[config.mk]
export PLATFORM = sky130hd
export DESIGN_NAME = host_serial_port
export DESIGN_NICKNAME = d
export VERILOG_FILES = /design/src/host_serial_port_pkg.sv /design/src/word_buffer.sv /design/src/host_serial_port.sv
export SDC_FILE = /design/constraint.sdc
export NUM_CORES = 1
export LEC_CHECK = 0
export BUFFER_PORTS_ARGS = -buffer_cell sky130_fd_sc_hd__buf_2
export CORE_MARGIN = 2
export CORE_UTILIZATION = 42
export DETAILED_ROUTE_END_ITERATION = 10
export GPL_ROUTABILITY_DRIVEN = 0
export PLACE_DENSITY_LB_ADDON = 0.25
export SKIP_LAST_GASP = 1
export SYNTH_ARGS = -nofsm -noshare
export SYNTH_HDL_FRONTEND = slang
export SYNTH_SLANG_ARGS = --single-unit
[constraint.sdc]
create_clock -name clk_sys -period 3.1 [get_ports clk_sys]
set_input_delay 0.62 -clock clk_sys [delete_from_list [all_inputs] [get_ports clk_sys]]
set_output_delay 0.62 -clock clk_sys [all_outputs]
set_load 0.1 [all_outputs]
[src/host_serial_port_pkg.sv]
// Constants, encodings and timing counts shared by the host serial port pin control.
package host_serial_port_pkg;

    // ==========================================================
    // Word and buffer geometry
    localparam int WORD_BITS = 8;
    localparam int BUF_DEPTH = 2;
    localparam int BIT_CNT_W = 3;
    localparam logic [BIT_CNT_W-1:0] BIT_FIRST = 3'h0;
    localparam logic [BIT_CNT_W-1:0] BIT_LAST  = 3'h7;

    // ==========================================================
    // Timing: master serial clock half period
    localparam int CLK_PERIOD_NS = 100;
    localparam int SCK_HALF_NS   = 500;
    localparam int SCK_HALF_CYC  = (SCK_HALF_NS + CLK_PERIOD_NS - 1) / CLK_PERIOD_NS;
    localparam int DIV_W         = 4;
    localparam logic [DIV_W-1:0] DIV_ZERO = 4'h0;
    localparam logic [DIV_W-1:0] DIV_LAST = DIV_W'(SCK_HALF_CYC - 1);

    // ==========================================================
    // General-purpose direction of the request pin
    localparam logic [1:0] GPIO_DISC = 2'h0;
    localparam logic [1:0] GPIO_IN   = 2'h1;
    localparam logic [1:0] GPIO_OUT  = 2'h2;

    // ==========================================================
    // Reset values
    localparam logic [1:0] SYNC_HIGH = 2'h3;
    localparam logic [1:0] SYNC_LOW  = 2'h0;

    // ==========================================================
    // Master word sequencer
    typedef enum logic [1:0] {
        M_IDLE = 2'b00,
        M_LOW  = 2'b01,
        M_HIGH = 2'b10
    } master_state_e;

endpackage

[src/word_buffer.sv]
// Small valid/ready buffer that holds received words until the user takes them.
`timescale 1ns/1ps
module word_buffer #(
    parameter int WIDTH = host_serial_port_pkg::WORD_BITS,
    parameter int DEPTH = host_serial_port_pkg::BUF_DEPTH
) (
    // Clock and reset
    input  wire logic             clk_sys,
    input  wire logic             rst,
    // Filling side
    input  wire logic             in_valid,
    output logic                  in_ready,
    input  wire logic [WIDTH-1:0] in_data,
    // Draining side
    output logic                  out_valid,
    input  wire logic             out_ready,
    output logic [WIDTH-1:0]      out_data
);
    localparam int PW = (DEPTH > 1) ? $clog2(DEPTH) : 1;

    typedef struct packed {
        logic [DEPTH-1:0][WIDTH-1:0] mem;
        logic [PW-1:0]               wr_ptr;
        logic [PW-1:0]               rd_ptr;
        logic [PW:0]                 count;
    } buf_s;

    buf_s st;
    buf_s next_st;
    logic push;
    logic pop;

    assign in_ready  = st.count != (PW + 1)'(DEPTH);
    assign out_valid = st.count != '0;
    assign out_data  = st.mem[st.rd_ptr];
    assign push      = in_valid && in_ready;
    assign pop       = out_valid && out_ready;

    always_comb begin
        next_st = st;
        if (push) begin
            next_st.mem[st.wr_ptr] = in_data;
            next_st.wr_ptr = (st.wr_ptr == PW'(DEPTH - 1)) ? '0 : st.wr_ptr + 1'b1;
        end
        if (pop) begin
            next_st.rd_ptr = (st.rd_ptr == PW'(DEPTH - 1)) ? '0 : st.rd_ptr + 1'b1;
        end
        case ({push, pop})
            2'b10:   next_st.count = st.count + 1'b1;
            2'b01:   next_st.count = st.count - 1'b1;
            default: next_st.count = st.count;
        endcase
    end

    always_ff @(posedge clk_sys or posedge rst) begin
        if (rst) begin
            st <= '0;
        end else begin
            st <= next_st;
        end
    end

endmodule // word_buffer

[src/host_serial_port.sv]
// Pin control of the host serial port: data line, slave select, address straps and request line.
`timescale 1ns/1ps
module host_serial_port (
    // Clock and reset
    input  wire logic                                     clk_sys,
    input  wire logic                                     rst,
    input  wire logic                                     port_reset,
    // Configuration
    input  wire logic                                     i2c_mode,
    input  wire logic                                     master_mode,
    input  wire logic                                     req_gpio_en,
    input  wire logic [1:0]                               gpio_dir,
    input  wire logic                                     gpio_out,
    output logic                                          gpio_in,
    // Status
    output logic                                          bus_error,
    input  wire logic                                     bus_error_clr,
    output logic [1:0]                                    own_addr_bits,
    // Serial clock pins
    input  wire logic                                     sck_in,
    output logic                                          sck_out,
    output logic                                          sck_oe,
    // Data and select pins
    input  wire logic                                     mosi_in,
    output logic                                          mosi_out,
    output logic                                          mosi_oe,
    output logic                                          miso_oe,
    input  wire logic                                     ss_n_in,
    // Address strap pins
    input  wire logic                                     i2c_addr_strap_bit0,
    input  wire logic                                     i2c_addr_strap_bit2,
    // Request pin
    input  wire logic                                     host_request_n_in,
    output logic                                          host_request_n_out,
    output logic                                          host_request_n_oe,
    // Transmit words for master mode
    input  wire logic                                     tx_valid,
    output logic                                          tx_ready,
    input  wire logic [host_serial_port_pkg::WORD_BITS-1:0] tx_data,
    // Received words in slave mode
    output logic                                          rx_valid,
    input  wire logic                                     rx_ready,
    output logic [host_serial_port_pkg::WORD_BITS-1:0]    rx_data
);
    localparam int W = host_serial_port_pkg::WORD_BITS;

    typedef struct packed {
        logic [1:0]                                  ss_sync;
        logic [1:0]                                  req_sync;
        logic [1:0]                                  a0_sync;
        logic [1:0]                                  a2_sync;
        logic [1:0]                                  sck_sync;
        logic [1:0]                                  mosi_sync;
        logic                                        sck_prev;
        logic                                        bus_error;
        logic [1:0]                                  strap;
        logic                                        gpio_in;
        logic [W-1:0]                                rx_shift;
        logic [host_serial_port_pkg::BIT_CNT_W-1:0]  rx_cnt;
        logic                                        in_word;
        logic                                        push;
        logic                                        req_n;
        logic                                        armed;
        host_serial_port_pkg::master_state_e         mstate;
        logic [host_serial_port_pkg::DIV_W-1:0]      div;
        logic [W-1:0]                                tx_shift;
        logic [host_serial_port_pkg::BIT_CNT_W-1:0]  tx_cnt;
        logic                                        sck_out;
        logic                                        mosi_out;
    } port_s;

    // Select and request idle high so that no false bus error or request follows reset.
    localparam port_s ST_RESET = '{
        ss_sync:  host_serial_port_pkg::SYNC_HIGH,
        req_sync: host_serial_port_pkg::SYNC_HIGH,
        a0_sync:  host_serial_port_pkg::SYNC_LOW,
        a2_sync:  host_serial_port_pkg::SYNC_LOW,
        sck_sync: host_serial_port_pkg::SYNC_LOW,
        mosi_sync: host_serial_port_pkg::SYNC_LOW,
        req_n:    1'b1,
        mstate:   host_serial_port_pkg::M_IDLE,
        default:  '0
    };

    port_s st;
    port_s next_st;
    logic  spi_master;
    logic  spi_slave;
    logic  ss_active;
    logic  req_active;
    logic  sck_rise;
    logic  clock_taken;
    logic  tick;
    logic  master_go;
    logic  buf_in_ready;

    // ==========================================================
    // Mode decode and pin functions
    // The data, clock and MISO pins float under the asynchronous reset as well as under the port reset; the request pin floats only under the port reset.
    assign spi_master  = !rst && !port_reset && !i2c_mode && master_mode;
    assign spi_slave   = !rst && !port_reset && !i2c_mode && !master_mode;
    assign ss_active   = !st.ss_sync[1];
    assign req_active  = !st.req_sync[1];
    assign sck_rise    = st.sck_sync[1] && !st.sck_prev;
    assign clock_taken = sck_rise && (i2c_mode || (spi_slave && ss_active));
    assign tick        = st.div == host_serial_port_pkg::DIV_LAST;
    assign master_go   = spi_master && tx_valid && !ss_active && st.mstate == host_serial_port_pkg::M_IDLE
                         && (req_gpio_en || (st.armed && req_active));

    assign mosi_oe  = spi_master;
    assign mosi_out = st.mosi_out;
    assign sck_oe   = spi_master;
    assign sck_out  = st.sck_out;
    assign miso_oe  = spi_slave && ss_active;
    assign tx_ready = master_go;

    assign host_request_n_oe  = port_reset ? 1'b0 : req_gpio_en ? (gpio_dir == host_serial_port_pkg::GPIO_OUT)
                                : !master_mode;
    assign host_request_n_out = req_gpio_en ? gpio_out : st.req_n;
    assign bus_error          = st.bus_error;
    assign own_addr_bits      = st.strap;
    assign gpio_in            = st.gpio_in;

    // ==========================================================
    // Next state
    always_comb begin
        next_st = st;
        next_st.push = 1'b0;
        // Only the second stage of each synchroniser is read by the logic.
        next_st.ss_sync   = {st.ss_sync[0], ss_n_in};
        next_st.req_sync  = {st.req_sync[0], host_request_n_in};
        next_st.a0_sync   = {st.a0_sync[0], i2c_addr_strap_bit0};
        next_st.a2_sync   = {st.a2_sync[0], i2c_addr_strap_bit2};
        next_st.sck_sync  = {st.sck_sync[0], sck_in};
        next_st.mosi_sync = {st.mosi_sync[0], mosi_in};
        next_st.sck_prev  = st.sck_sync[1];

        next_st.strap   = (i2c_mode && !master_mode) ? {st.a2_sync[1], st.a0_sync[1]} : 2'b00;
        next_st.gpio_in = req_gpio_en && gpio_dir == host_serial_port_pkg::GPIO_IN && st.req_sync[1];

        // Set wins over a simultaneous clear.
        if (bus_error_clr) begin
            next_st.bus_error = 1'b0;
        end
        if (spi_master && ss_active) begin
            next_st.bus_error = 1'b1;
        end

        // Slave side: word counting, reception and request line.
        if (master_mode || (spi_slave && !ss_active)) begin
            next_st.in_word = 1'b0;
            next_st.rx_cnt  = host_serial_port_pkg::BIT_FIRST;
            // A deselected slave still asks for the next word, or a paced master would wait forever.
            next_st.req_n   = master_mode || st.push || !buf_in_ready;
        end else if (clock_taken) begin
            next_st.in_word = 1'b1;
            next_st.req_n   = 1'b1;
            if (spi_slave) begin
                next_st.rx_shift = {st.rx_shift[W-2:0], st.mosi_sync[1]};
            end
            if (st.rx_cnt == host_serial_port_pkg::BIT_LAST) begin
                next_st.in_word = 1'b0;
                next_st.push    = spi_slave;
                next_st.rx_cnt  = host_serial_port_pkg::BIT_FIRST;
            end else begin
                next_st.rx_cnt = st.rx_cnt + 1'b1;
            end
        end else if (!st.in_word && !st.push && buf_in_ready) begin
            next_st.req_n = 1'b0;
        end

        // Master side: a fresh request is one seen low after having been high.
        if (st.req_sync[1]) begin
            next_st.armed = 1'b1;
        end
        next_st.div = (st.mstate == host_serial_port_pkg::M_IDLE || tick) ? host_serial_port_pkg::DIV_ZERO
                      : st.div + 1'b1;
        case (st.mstate)
            host_serial_port_pkg::M_IDLE: begin
                next_st.sck_out = 1'b0;
                if (master_go) begin
                    next_st.armed    = 1'b0;
                    next_st.tx_shift = tx_data;
                    next_st.tx_cnt   = host_serial_port_pkg::BIT_FIRST;
                    next_st.mosi_out = tx_data[W-1];
                    next_st.mstate   = host_serial_port_pkg::M_LOW;
                end
            end
            host_serial_port_pkg::M_LOW: begin
                if (tick) begin
                    next_st.sck_out = 1'b1;
                    next_st.mstate  = host_serial_port_pkg::M_HIGH;
                end
            end
            host_serial_port_pkg::M_HIGH: begin
                if (tick) begin
                    next_st.sck_out  = 1'b0;
                    next_st.tx_shift = {st.tx_shift[W-2:0], 1'b0};
                    next_st.mosi_out = st.tx_shift[W-2];
                    next_st.tx_cnt   = st.tx_cnt + 1'b1;
                    next_st.mstate   = (st.tx_cnt == host_serial_port_pkg::BIT_LAST)
                                       ? host_serial_port_pkg::M_IDLE : host_serial_port_pkg::M_LOW;
                end
            end
            default: begin
                next_st.mstate = host_serial_port_pkg::M_IDLE;
            end
        endcase
        // A select fault or a change out of master mode abandons the word in flight.
        if (!spi_master || ss_active) begin
            next_st.mstate  = host_serial_port_pkg::M_IDLE;
            next_st.sck_out = 1'b0;
        end

        if (port_reset) begin
            next_st = ST_RESET;
        end
    end

    always_ff @(posedge clk_sys or posedge rst) begin
        if (rst) begin
            st <= ST_RESET;
        end else begin
            st <= next_st;
        end
    end

    // ==========================================================
    // Receive buffer
    // The request line is held off while the buffer is full, so a stall never drops a word.
    word_buffer #(
        .WIDTH (W),
        .DEPTH (host_serial_port_pkg::BUF_DEPTH)
    ) u_rx_buffer (
        .clk_sys   (clk_sys),
        .rst       (rst),
        .in_valid  (st.push),
        .in_ready  (buf_in_ready),
        .in_data   (st.rx_shift),
        .out_valid (rx_valid),
        .out_ready (rx_ready),
        .out_data  (rx_data)
    );
endmodule // host_serial_port

[Yosys cells after proc, flatten, opt, wreduce, memory -nomap -nowiden]
Index checks and enable logic that the tools add are counted.
Storage, ports and cells
  register bits after elaboration: 70
  word-level logic and storage cells: 149
  input bits: 26
  output and inout bits: 21
Operators by class
  equal/unequal tests: 16
  magnitude comparators: 3
  reduce and logical (&&, ||, !) cells: 54
  muxes and demuxes: 42
  add/subtract/negate cells: 7
Operators by type and width (count)
  51-bit two-way mux: 1
  8-bit two-way mux: 5
  13-bit two-way mux: 2
  1-bit logical AND: 22
  11-bit one-hot mux with 2 select lines: 1
  1-bit two-way mux: 17
  16-bit bitwise mux: 1
  3-bit AND reduction: 4
  1-bit logical NOT: 11
  11-bit two-way mux: 1
  2-bit two-way mux: 5
  3-bit nonzero test: 3
  8-bit demux with 1-bit select: 1
  4-bit two-way mux: 2
  4-bit != test (second input constant): 2
  2-bit nonzero test: 4
  1-bit logical OR: 7
  3-bit by 1-bit adder with 3-bit output (second input constant): 2
  2-bit by 1-bit equality test with 1-bit output (second input constant): 3
  2-bit equality test (second input constant): 3
  3-bit equality test (second input constant): 2
  3-bit two-way mux: 2
  3-bit != test (second input constant): 2
  2-bit one-hot mux with 3 select lines: 1
  15 further kinds: 18

[Depth between registers and ports, before layout]
Gate-level depths: netlist of the first run.
  word-level depth: 12
  depth in mapped cells: 6
  mapped depth without buffers: 6

[By module]
A second synthesis of the first run with hierarchy kept.
Second synthesis, totals
  cell total of the unflattened synthesis: 270
  area total of the unflattened synthesis: 3243.1 um2
Modules (own cells, without submodules)
  host_serial_port: instances 1, area each 2309.7 um2, cells an instance 210, sequential area each 1257.5 um2
  word_buffer: instances 1, area each 933.4 um2, cells an instance 60, sequential area each 500.5 um2

[Least setup slack after synthesis of the first run]
Ideal clock, no wire load.
  path type: input -> output
  from: input port rst
  to: output port tx_ready
  setup slack: -0.976 ns
  cell stages on the path: 3
  data required time: 2.480 ns
  path buffers: 0
  data arrival time: 3.456 ns
  path through: nor4b_4 > nand2_2 > nor2_1
Between the ends
  word-level cells in the longest chain between the ends: 8
RTL lines
  start: declaration: RTL line host_serial_port.sv:6  | input wire logic rst,
  1-bit logical NOT (no source line)
  1-bit logical AND (3 in series): RTL line host_serial_port.sv:100  | assign spi_master = !rst && !port_reset && !i2c_mode && master_mode;
  1-bit logical AND (3 in series): RTL line host_serial_port.sv:107  | assign master_go = spi_master && tx_valid && !ss_active && st.mstate == host_serial_port_pkg::M_IDLE
  1-bit logical AND: RTL line host_serial_port.sv:108  | && (req_gpio_en || (st.armed && req_active));
  end: declaration: RTL line host_serial_port.sv:38  | output logic tx_ready,
No other way between the ends.

[Final worst setup path of the first run]
  from: register st[17] (netlist name)
  to: output port tx_ready
Between the ends
  word-level cells in the longest chain between the ends: 3
RTL lines
  start: declaration: RTL line host_serial_port.sv:85  | port_s st;
  start signal: assignment: RTL line host_serial_port.sv:224  | st <= next_st;
  2-bit logical NOT: RTL line host_serial_port.sv:107
  1-bit logical AND: RTL line host_serial_port.sv:107
  1-bit logical AND: RTL line host_serial_port.sv:108
No other way between the ends.

==> results of run 1 <==
## cell families (layout without fill, tap and decap cells)
logic type	Yosys count	after routing
fa+ha+maj	7	7
buf+inv	20	71
simple gates	91	91
mux	35	35
xor+xnor	7	7
compound gates	48	48
flops	70	70
## worst max-delay path: stages, from the launching register on
cell and delay [ns]:
sky130_fd_sc_hd__dfrtp_1 0.47, sky130_fd_sc_hd__nor2_1 0.24, sky130_fd_sc_hd__o211ai_1 0.30, sky130_fd_sc_hd__nor2_4 0.18
sky130_fd_sc_hd__buf_2 0.43
## where the power goes
group | switching [mW] | internal [mW] | total (mW) | leakage, nW
sequential | 0.0457 | 0.949 | 0.995 | 0.945
clock | 0.380 | 0.547 | 0.927 | 0.126
combinational | 0.175 | 0.0937 | 0.269 | 0.710
## cell type report
cell class / count / area [um2] / area share [%]
Clock inverter: 7 / 128 / 3.39
Multi-Input combinational cell: 188 / 1340 / 35.7
Timing Repair Buffer: 49 / 265 / 7.05
Sequential cell: 70 / 1760 / 46.7
Clock buffer: 9 / 124 / 3.29
Tap cell: 99 / 124 / 3.29
Inverter: 6 / 22.5 / 0.598
## flip-flops by register name (all words and copies together) (netlist names)
signal / count
bus_error: 1
sck_out: 1
mosi_out: 1
own_addr_bits: 2
st: 44
u_rx_buffer.st: 20
gpio_in: 1
## through the flow
step | instances | hold slack, ns | setup TNS (ns) | power (mW) | utilization (%)
floorplan | 278 | 0.426 | -0.214 | 1.22 | -
global placement | 412 | 0.434 | 0 | 1.28 | 47.9
detailed placement | 412 | 0.434 | 0 | 1.29 | 47.9
CTS | 428 | 0.382 | 0 | 2.22 | 51.4
global route | 428 | 0.414 | 0 | 2.28 | 51.4
finish | 428 | 0.368 | 0 | 2.19 | 51.4
## worst max path at each step
stage,endpoint,depth (start not counted)
after floorplan,tx_ready,3
after global placement,tx_ready,5
after detailed placement,tx_ready,5
after CTS,tx_ready,4
after global routing,tx_ready,4
final,tx_ready,4
## per-layer routing
layer / up-vias / track usage (%) / routed length [um]
met5: - / 0 / 0
met4: 0 / 7.20 / 97
met3: 8 / 3.73 / 236
met2: 48 / 23.9 / 2710
met1: 1067 / 20.5 / 2910
li1: 1060 / - / -
## cells in the mapped netlist
library cell / count
sky130_fd_sc_hd__nor3_1: 2
sky130_fd_sc_hd__o211a_1: 1
sky130_fd_sc_hd__and2_1: 4
sky130_fd_sc_hd__clkbuf_2: 1
sky130_fd_sc_hd__nand3b_2: 1
sky130_fd_sc_hd__and4b_2: 1
sky130_fd_sc_hd__buf_6: 2
sky130_fd_sc_hd__xor2_1: 3
sky130_fd_sc_hd__or3_1: 2
sky130_fd_sc_hd__nor3b_1: 1
sky130_fd_sc_hd__a31oi_1: 4
sky130_fd_sc_hd__ha_1: 7
sky130_fd_sc_hd__or2_2: 6
sky130_fd_sc_hd__nor3_2: 1
sky130_fd_sc_hd__dfrtp_1: 65
sky130_fd_sc_hd__and3_1: 2
sky130_fd_sc_hd__o21ai_0: 12
sky130_fd_sc_hd__nand3_1: 3
sky130_fd_sc_hd__o22ai_2: 1
sky130_fd_sc_hd__o221ai_1: 2
sky130_fd_sc_hd__a21oi_1: 10
sky130_fd_sc_hd__nand3b_1: 2
sky130_fd_sc_hd__or2b_2: 1
sky130_fd_sc_hd__nor4_1: 2
sky130_fd_sc_hd__o211ai_1: 2
sky130_fd_sc_hd__mux2_2: 26
sky130_fd_sc_hd__buf_4: 4
sky130_fd_sc_hd__nor2_1: 16
sky130_fd_sc_hd__nand2b_1: 4
sky130_fd_sc_hd__inv_1: 5
sky130_fd_sc_hd__mux2i_1: 9
sky130_fd_sc_hd__nor4b_4: 1
sky130_fd_sc_hd__clkbuf_1: 4
sky130_fd_sc_hd__dfstp_2: 5
sky130_fd_sc_hd__nand2_1: 27
sky130_fd_sc_hd__o21ai_2: 1
sky130_fd_sc_hd__a22oi_1: 1
sky130_fd_sc_hd__inv_2: 1
sky130_fd_sc_hd__nand2_2: 1
sky130_fd_sc_hd__nor2_2: 2
sky130_fd_sc_hd__xnor2_1: 4
sky130_fd_sc_hd__a211oi_1: 14
sky130_fd_sc_hd__nor2b_1: 12
sky130_fd_sc_hd__buf_2: 3
==> parameters.txt, run 1 <==
Parameter                              Value

Setup path
  Reg2Reg Capture Point ... st[9]
  Biggest fanout along the worst timing path ... 9
  FF-to-FF setup slack ... about 1.3 ns
  Type of the worst setup path ... reg -> out
  Sort of element at the end of the critical path ... output pin
  CP startpoint ... st[17]
  Worst reg2reg path depth ... 4
  Crit path arrival time ... about 2.0 ns
  Reg-to-Reg Start ... st[48]
  CP startpoint kind ... register
  Required time of the critical path ... 2.48 ns

Placement
  Setup WS pre-CTS ... between 0.5 and 0.6 ns
  Placed standard-cell area ... 3510 um2
  Port-buffer cells ... 46
  Post-DP HPWL ... between 4 and 5 mm

STA
  Max Clk Rate ... 0.387 GHz
  Worst max-slew margin expressed relative to the limit ... 60.7%
  Count of final max-slew check failures ... 0
  Min Tclk post-route ... 2.59 ns
  Actual slew at the worst max-slew pin ... 0.587 ns
  Skew final ... 0.00867 ns
  Crit share post-route ... between 80 and 90%
  RSZ-0062 raised after global routing ... false
  Setup slack after layout ... 0.513 ns
  Final Hold Vio Count ... 0
  Number of setup violations in the final report ... 0

Synthesis
  Basic-gate share of the synthesized area counting and, or, nand and nor cells ... 15.4%
  Cell variety after synth ... 44
  Multiplexer share of the synthesized area ... 11.9%
  Yosys reg bits ... 70
  Biggest area consumer among synthesized cells ... sky130_fd_sc_hd__dfrtp_1
  Adder-cell area share of the yosys netlist ... 2.73%
  Synthesized area ... approximately 3200 um2
  Fraction of synthesized cell area taken by the top area cell type ... 50.8%
  Synth Area in Compound Gates ... roughly a tenth
  Sequential-to-total area share from yosys stat ... 54.9%
  Mapped Cells ... roughly 280
  Ys Warns ... 0
  Xor/xnor cell area share of the yosys netlist ... 1.91%
  Dominant combinational cell family by area after synthesis ... simple AND/OR/NAND/NOR gates
  Post-synth net total ... just over 300
  Mapped Avg Cell Area ... 11.5 um2
  Synth area leaders ... sky130_fd_sc_hd__dfrtp_1 51%, sky130_fd_sc_hd__mux2_2 9.1%, sky130_fd_sc_hd__dfstp_2 4.1%

Clocking
  Clock tree from TritonCTS ... done
  Setup Buffers After CTS ... 0
  Clock root buffer ... sky130_fd_sc_hd__clkbuf_8
  Max clock buf depth ... 2
  Post-cts gate resize count ... 0
  Clock slew seen by the registers of the worst setup and hold paths ... about 0.080 ns
  Number of buffers created by CTS ... 9
  Hold buffers post-CTS ... 0
  Maximum level of the CTS H-tree ... 3
  CTS Sinks ... 70
  Source-to-sink clock delay at the later pin of the worst-skew pair ... 0.35 ns

Floorplan
  Num rows ... 31
  Effective utilization at floorplan ... a little over two fifths
  Die Outline Area ... between 8000 and 9000 um2
  Horiz. Die Dim ... 91.3 um
  Die Ht ... 91.3 um
  Total core area ... approximately 7300 um2
  Top-level port count ... 47

Cells and area
  Area Overhead vs Synth ... 17.5%
  Net total in the final layout ... 357
  Most common cell after layout, fill and taps aside ... sky130_fd_sc_hd__dfrtp_1
  Count of filler cells inserted in the layout ... 665
  Ratio of cells with drive above 1 in the final layout ... a little over a third
  Design Area, Final ... approximately 3800 um2
  Commonest cells after routing, fill and taps aside ... 65 x sky130_fd_sc_hd__dfrtp_1, 46 x sky130_fd_sc_hd__buf_2, 27 x sky130_fd_sc_hd__nand2_1, 26 x sky130_fd_sc_hd__mux2_2, 15 x sky130_fd_sc_hd__nor2_1
  Ant diodes ... 0

Outcome
  Outcome ... finished clean

GRT
  Number of antenna violations at the first check in global routing ... 0
  GR Util All Layers ... 15.5%
  Global-route congestion overflow total ... 0
  Via count of the first global-routing pass ... ~2,200
  Pin count of the biggest net entering global routing ... 44
  First-pass GRT wire length ... 10.2 mm

Power and ir drop
  Power per unit of standard cell area ... 582 nW/um2
  Leak Pwr ... around 1.8 nW
  VDD IR max ... 0.234 mV

Routing
  Average routed wire per standard cell ... approximately 14 um
  Remaining routing DRC violations ... 0
  Drt via density ... 5.10
  Via count ... 2,183
  1st-pass router iterations ... 4
  Antenna-violating nets left ... 0
  DRT Wirelength ... 5.95 mm
  DR iter-0 viols ... 92

Run
  Max-Cap Viols ... 0

Hold path
  Worst hold path class ... in -> async
(Power assumes the default switching activity.)
==> run 2, diff against run 1 <==
ABC_AREA = 1   (was unset)
clock period = 2.5 ns   (was 3.1 ns; I/O delays follow)
==> run 2 against run 1 <==
Sequential power increased by 24%. Via count up 15%. First-iteration DRC count rose by 11%. Cell count grew 24%. Total power is 18% higher. Largest cell class unchanged.
==> parameters.txt, run 2 <==
Parameter                              Value

Outcome
  Outcome ... finished clean

Cells and area
  Area Overhead vs Synth ... 17.2%
  Flip-flop count of the largest register, all copies and words added ... 44
  Non-filler cells, final ... 529
  Ratio of cells with drive above 1 in the final layout ... 24.1%
  Design Area, Final ... 3870 um2
  Net total in the final layout ... about 460
  Most common cell after layout, fill and taps aside ... sky130_fd_sc_hd__nand2_1
  Combined area of the multi-input logic cells ... 1240 um2
  Commonest cells after routing, fill and taps aside ... 95 x sky130_fd_sc_hd__nand2_1, 65 x sky130_fd_sc_hd__dfrtp_1, 50 x sky130_fd_sc_hd__inv_1, 42 x sky130_fd_sc_hd__buf_2, 27 x sky130_fd_sc_hd__nor2_1
  Area of all sequential standard cells ... about 1800 um2
  Ant diodes ... 0
  Largest Register ... st
  Count of filler cells inserted in the layout ... 772
  Core occupancy in the finished layout ... 50.4%

Routing
  Via count ... 2,506
  Drt via density ... ~4.7
  Average routed wire per standard cell ... 11.7 um
  DRT Wirelength ... approximately 6.2 mm
  DR iter-0 viols ... 102
  1st-pass router iterations ... 5
  Remaining routing DRC violations ... 0
  Antenna-violating nets left ... 0

GRT
  GR met1 Demand/Resource ... 20.9%
  Number of antenna violations at the first check in global routing ... 0
  Pin count of the biggest net entering global routing ... 51
  Grt peak-use layer ... met2
  Met2 global-route usage ... 27.2%
  First-pass GRT wire length ... roughly 11 mm
  Global-route congestion overflow total ... 0
  GR Util All Layers ... 16.5%
  Met3 track demand over resource in global routing ... 4.15%
  Via count of the first global-routing pass ... 2,458

Clocking
  Hold buffers post-CTS ... 0
  Clock slew seen by the registers of the worst setup and hold paths ... 0.08 ns
  Maximum level of the CTS H-tree ... 3
  Clock root buffer ... sky130_fd_sc_hd__clkbuf_8
  Number of buffers created by CTS ... 9
  Clock tree from TritonCTS ... done
  Max clock buf depth ... 2
  Setup Buffers After CTS ... 0
  Post-cts gate resize count ... 0
  CTS Sinks ... 70
  Source-to-sink clock delay at the later pin of the worst-skew pair ... 0.35 ns

Synthesis
  Ys flop type ... sky130_fd_sc_hd__dfrtp_1
  Ys Warns ... 0
  Sequential-to-total area share from yosys stat ... 53.2%
  Number of enable-type register cells in the synthesized netlist ... 0
  Biggest area consumer among synthesized cells ... sky130_fd_sc_hd__dfrtp_1
  Mapped Avg Cell Area ... 8.79 um2
  Synthesized area ... 3300 um2
  Fraction of synthesized cell area taken by the top area cell type ... 49.2%
  Share of async-settable or async-resettable flops after synthesis ... 100%
  Post-synth top cells ... 95 x sky130_fd_sc_hd__nand2_1, 65 x sky130_fd_sc_hd__dfrtp_1, 51 x sky130_fd_sc_hd__inv_1
  Synth area leaders ... sky130_fd_sc_hd__dfrtp_1 49%, sky130_fd_sc_hd__nand2_1 11%, sky130_fd_sc_hd__inv_1 5.8%
  Leading cell type by number of instances after synthesis ... sky130_fd_sc_hd__nand2_1
  Post-synth net total ... approximately 410
  Yosys reg bits ... 70
  Mapped Cells ... 376
  Cell variety after synth ... 40

Floorplan
  Die Ht ... just over 90 um
  Top-level port count ... 47
  Horiz. Die Dim ... 92.7 um
  Die Outline Area ... about 8600 um2
  Num rows ... 32
  Effective utilization at floorplan ... between 40% and 50%
  Total core area ... 7690 um2

STA
  Crit share post-route ... between 80% and 90%
  Worst max-slew margin expressed relative to the limit ... 49.2%
  Min Tclk post-route ... 2.22 ns
  Accumulated negative setup slack ... 0 ns
  Number of setup violations in the final report ... 0
  Actual slew at the worst max-slew pin ... 0.763 ns
  Final Hold Vio Count ... 0
  Setup slack after layout ... ~0.28 ns
  Max Clk Rate ... 0.451 GHz
  RSZ-0062 raised after global routing ... false
  Final hold slack ... 0.182 ns
  Count of final max-slew check failures ... 0
  Skew final ... 0.00874 ns

Run
  Max-Cap Viols ... 0

Power and ir drop
  Overall power ... approximately 2.6 mW
  VDD IR max ... around 0.37 mV
  Power per unit of standard cell area ... 666 nW/um2
  Leak Pwr ... 2.05 nW

Setup path
  Required time of the critical path ... 2.00 ns
  Worst reg2reg path depth ... 4
  Reg2Reg Capture Point ... st[26]
  FF-to-FF setup slack ... 0.80 ns
  Crit path arrival time ... 1.72 ns
  Sort of element at the end of the critical path ... output pin
  Reg-to-Reg Start ... st[50]
  Biggest fanout along the worst timing path ... 9
  CP startpoint kind ... register
  Type of the worst setup path ... reg -> out

Placement
  Post-DP HPWL ... 4.25 mm
  Placed cell count ... around 510
  Placed standard-cell area ... 3660 um2
  Port-buffer cells ... 46
  Setup WS pre-CTS ... about 0.53 ns

Hold path
  Worst hold path class ... in -> async
-- run 2: worst max path at each step --
stage	start	to	slack, ns	cells after the start
6_report	u_rx_buffer.st[2]	rx_data[0]	0.28	4
5_1_grt	u_rx_buffer.st[2]	rx_data[3]	0.12	4
4_1_cts	u_rx_buffer.st[2]	rx_data[0]	0.23	4
3_5_place_dp	rst	tx_ready	0.53	7
3_3_place_gp	rst	tx_ready	0.54	7
2_1_floorplan	port_reset	host_request_n_oe	0.06	2
-- run 2: cell type report --
| type | instances | share of cell area [%] |
|---|---|---|
| multi-input cells | 237 | 32.0 |
| well taps | 102 | 3.30 |
| clock inverters | 7 | 2.29 |
| repair buffers | 50 | 8.59 |
| flip-flops and latches | 70 | 45.4 |
| inverters | 54 | 5.23 |
| clock buffers | 9 | 3.20 |
-- run 2: report_power, final --
part,internal [mW],switching (mW),leakage [nW]
logic,0.0997,0.264,1.00
registers,1.18,0.0495,0.937
clock network,0.556,0.426,0.113
-- run 2: kinds of logic after synthesis --
kind of cell	Yosys count	synth area share, %
adders and majority gates	7	2.65
AOI/OAI and AO/OA	45	8.67
DFF	70	53.2
and+or+nand+nor	180	24.7
xor gates and xnor gates	5	1.33
buffers and inverters	69	9.47
-- run 2: critical path, stage by stage, from the launching register on --
cell and delay [ns]:
sky130_fd_sc_hd__dfrtp_1 0.53, sky130_fd_sc_hd__clkinv_1 0.35, sky130_fd_sc_hd__nand2_1 0.14, sky130_fd_sc_hd__nand2_1 0.06, sky130_fd_sc_hd__buf_2 0.29
-- run 2: routing by layer --
metal / up-vias / wire, um
met5: - / 0
met2: 38 / 3000
met4: 0 / 66
met1: 1183 / 2890
met3: 7 / 234
li1: 1278 / -
==> run 3, diff against run 2 <==
==> constraint.sdc (replaced) <==
create_clock -name clk_sys -period 2.5 [get_ports clk_sys]
set_input_delay 0.125 -clock clk_sys [delete_from_list [all_inputs] [get_ports clk_sys]]
set_output_delay 0.125 -clock clk_sys [all_outputs]
set_load 0.1 [all_outputs]
==> run 3 against run 2 <==
The run now ends with hold timing left. Total power is 3.2% lower. Critical path depth is 1 higher. Cell count is 1.1% higher. Count of clock-buffer cells in the layout is 3 higher. Worst setup slack better by 0.35 ns. Maximum frequency is 19% higher. Core utilization is 0.23 points lower. First-iteration DRC count is 19% higher. Die area stayed put. Via count is 1.4% higher. Combinational power hardly changed. Register-to-register slack better by 0.03 ns.
==> parameters.txt, run 3 (synthesis results as in run 2) <==
Parameter                              Value

Cells and area
  Net total in the final layout ... around 460
  Most common cell after layout, fill and taps aside ... sky130_fd_sc_hd__nand2_1
  Area Overhead vs Synth ... 16.7%
  Largest Register ... st
  Count of filler cells inserted in the layout ... between 700 and 800
  Design Area, Final ... 3850 um2
  Flip-flop count of the largest register, all copies and words added ... 44
  Commonest cells after routing, fill and taps aside ... 95 x sky130_fd_sc_hd__nand2_1, 65 x sky130_fd_sc_hd__dfrtp_1, 50 x sky130_fd_sc_hd__inv_1, 46 x sky130_fd_sc_hd__buf_2, 27 x sky130_fd_sc_hd__nor2_1
  Ant diodes ... 0
  Non-filler cells, final ... 535
  Ratio of cells with drive above 1 in the final layout ... roughly 23%

Clocking
  CTS Sinks ... 70
  Source-to-sink clock delay at the later pin of the worst-skew pair ... 0.34 ns
  Clock tree from TritonCTS ... done
  Max clock buf depth ... 2
  Setup Buffers After CTS ... 0
  Number of buffers created by CTS ... 9
  Clock root buffer ... sky130_fd_sc_hd__clkbuf_8
  Maximum level of the CTS H-tree ... 3
  Clock slew seen by the registers of the worst setup and hold paths ... 0.08 ns

Placement
  Post-DP HPWL ... 4.38 mm
  Placed cell count ... 512
  Placed standard-cell area ... about 3600 um2
  Port-buffer cells ... 46

Power and ir drop
  Leak Pwr ... 2.05 nW
  Power per unit of standard cell area ... 648 nW/um2
  VDD IR max ... 0.272 mV

GRT
  GR Util All Layers ... between 10% and 20%
  Number of antenna violations at the first check in global routing ... 0
  Global-route congestion overflow total ... 0
  Via count of the first global-routing pass ... 2,414
  Pin count of the biggest net entering global routing ... 41
  First-pass GRT wire length ... 10.9 mm

STA
  Crit share post-route ... between 70% and 80%
  Number of setup violations in the final report ... 0
  RSZ-0062 raised after global routing ... false
  Actual slew at the worst max-slew pin ... 0.846 ns
  Skew final ... 0.0110 ns
  Min Tclk post-route ... 1.87 ns
  Final Hold Vio Count ... 35
  Max Clk Rate ... between 0.5 and 0.6 GHz
  Count of final max-slew check failures ... 0
  Worst max-slew margin expressed relative to the limit ... 43.5%
  Accumulated negative setup slack ... 0 ns
  Final hold slack ... -0.0231 ns

Setup path
  Crit path arrival time ... 1.74 ns
  Required time of the critical path ... 2.38 ns
  FF-to-FF setup slack ... 0.83 ns
  Biggest fanout along the worst timing path ... 6
  Type of the worst setup path ... reg -> out
  Sort of element at the end of the critical path ... output pin
  CP startpoint kind ... register

Routing
  Antenna-violating nets left ... 0
  Drt via density ... 4.75
  DRT Wirelength ... roughly 6.3 mm
  1st-pass router iterations ... 4
  Remaining routing DRC violations ... 0
  Via count ... 2,541
  Average routed wire per standard cell ... 11.8 um
  DR iter-0 viols ... 121

Floorplan
  Effective utilization at floorplan ... 43.0%
  Die Ht ... 92.7 um
  Total core area ... just under 8000 um2
  Die Outline Area ... 8590 um2
  Num rows ... 32
  Top-level port count ... 47
  Horiz. Die Dim ... between 90 and 100 um

Run
  Max-Cap Viols ... 0

Outcome
  Violated checks ... hold timing
  Outcome ... complete, but fails checks

Hold path
  Worst hold path class ... in -> async
-- run 3: cell count changes in the layout (fill, tap and decap cells not counted), moves of 2 or more --
| cell | delta |
|---|---|
| sky130_fd_sc_hd__dlygate4sd3_1 | +7 |
| sky130_fd_sc_hd__buf_12 | -4 |
| sky130_fd_sc_hd__clkinv_2 | -2 |
| sky130_fd_sc_hd__buf_2 | +4 |
| sky130_fd_sc_hd__clkbuf_1 | +2 |
-- run 3: layer usage --
metal | track usage, % | up-vias | part of all wire, %
li1 | - | 1297 | -
met1 | 20.2 | 1204 | 45
met2 | 27.5 | 32 | 51
met3 | 2.93 | 8 | 2.9
met4 | 7.35 | 0 | 1.5
met5 | 0 | - | 0
-- run 3: critical path, cell delays in order (launching register included) --
cell                      delay [ns]
sky130_fd_sc_hd__dfstp_2        0.54
sky130_fd_sc_hd__inv_1          0.09
sky130_fd_sc_hd__nor2_4         0.19
sky130_fd_sc_hd__nand3_4        0.11
sky130_fd_sc_hd__inv_1          0.06
sky130_fd_sc_hd__buf_2          0.41
-- run 3: layout make-up --
cell class,count,area [um2],area share (%)
inverter,54,203,5.26
multi-input combinational,237,1240,32.1
sequential,70,1760,45.6
clock inverter,4,47.5,1.23
clock buffer,12,145,3.77
timing repair buffer,56,335,8.70
tap,102,128,3.31
-- run 3: power breakdown --
group	total (mW)	leakage (nW)	switching [mW]	internal, mW
logic	0.366	1.01	0.264	0.103
registers	1.23	0.937	0.0491	1.18
clock network	0.898	0.0964	0.412	0.486
-- run 3: what timing repair did --
item,4_1_cts,5_1_grt
endpoints found under the hold margin,7,0
resized for setup,0,0
hold buffers,7,0
-- run 3: path summary, 6_finish.rpt --
check / from / depth (start not counted) / end
worst min-delay path: rst / 2 / st[10]
max in group asynchronous: rst / 3 / st[20]
min in group clk_sys: gpio_dir[0] / 3 / gpio_in
worst max register to register: u_rx_buffer.st[0] / 7 / u_rx_buffer.st[1]
worst min register to register: st[41] / 2 / st[42]
worst max-delay path: st[50] / 5 / tx_ready
-- run 3: through the flow --
stage               hold slack [ns]  utilization, %  worst slack (ns)  power, mW
floorplan                     0.195               -             0.585       1.53
global placement              0.309            46.7             0.798       1.62
detailed placement            0.311            46.7             0.733       1.62
CTS                         0.00704            50.1             0.612       2.53
global route                 0.0492            50.1             0.506       2.62
finish                      -0.0231            50.1             0.634       2.50
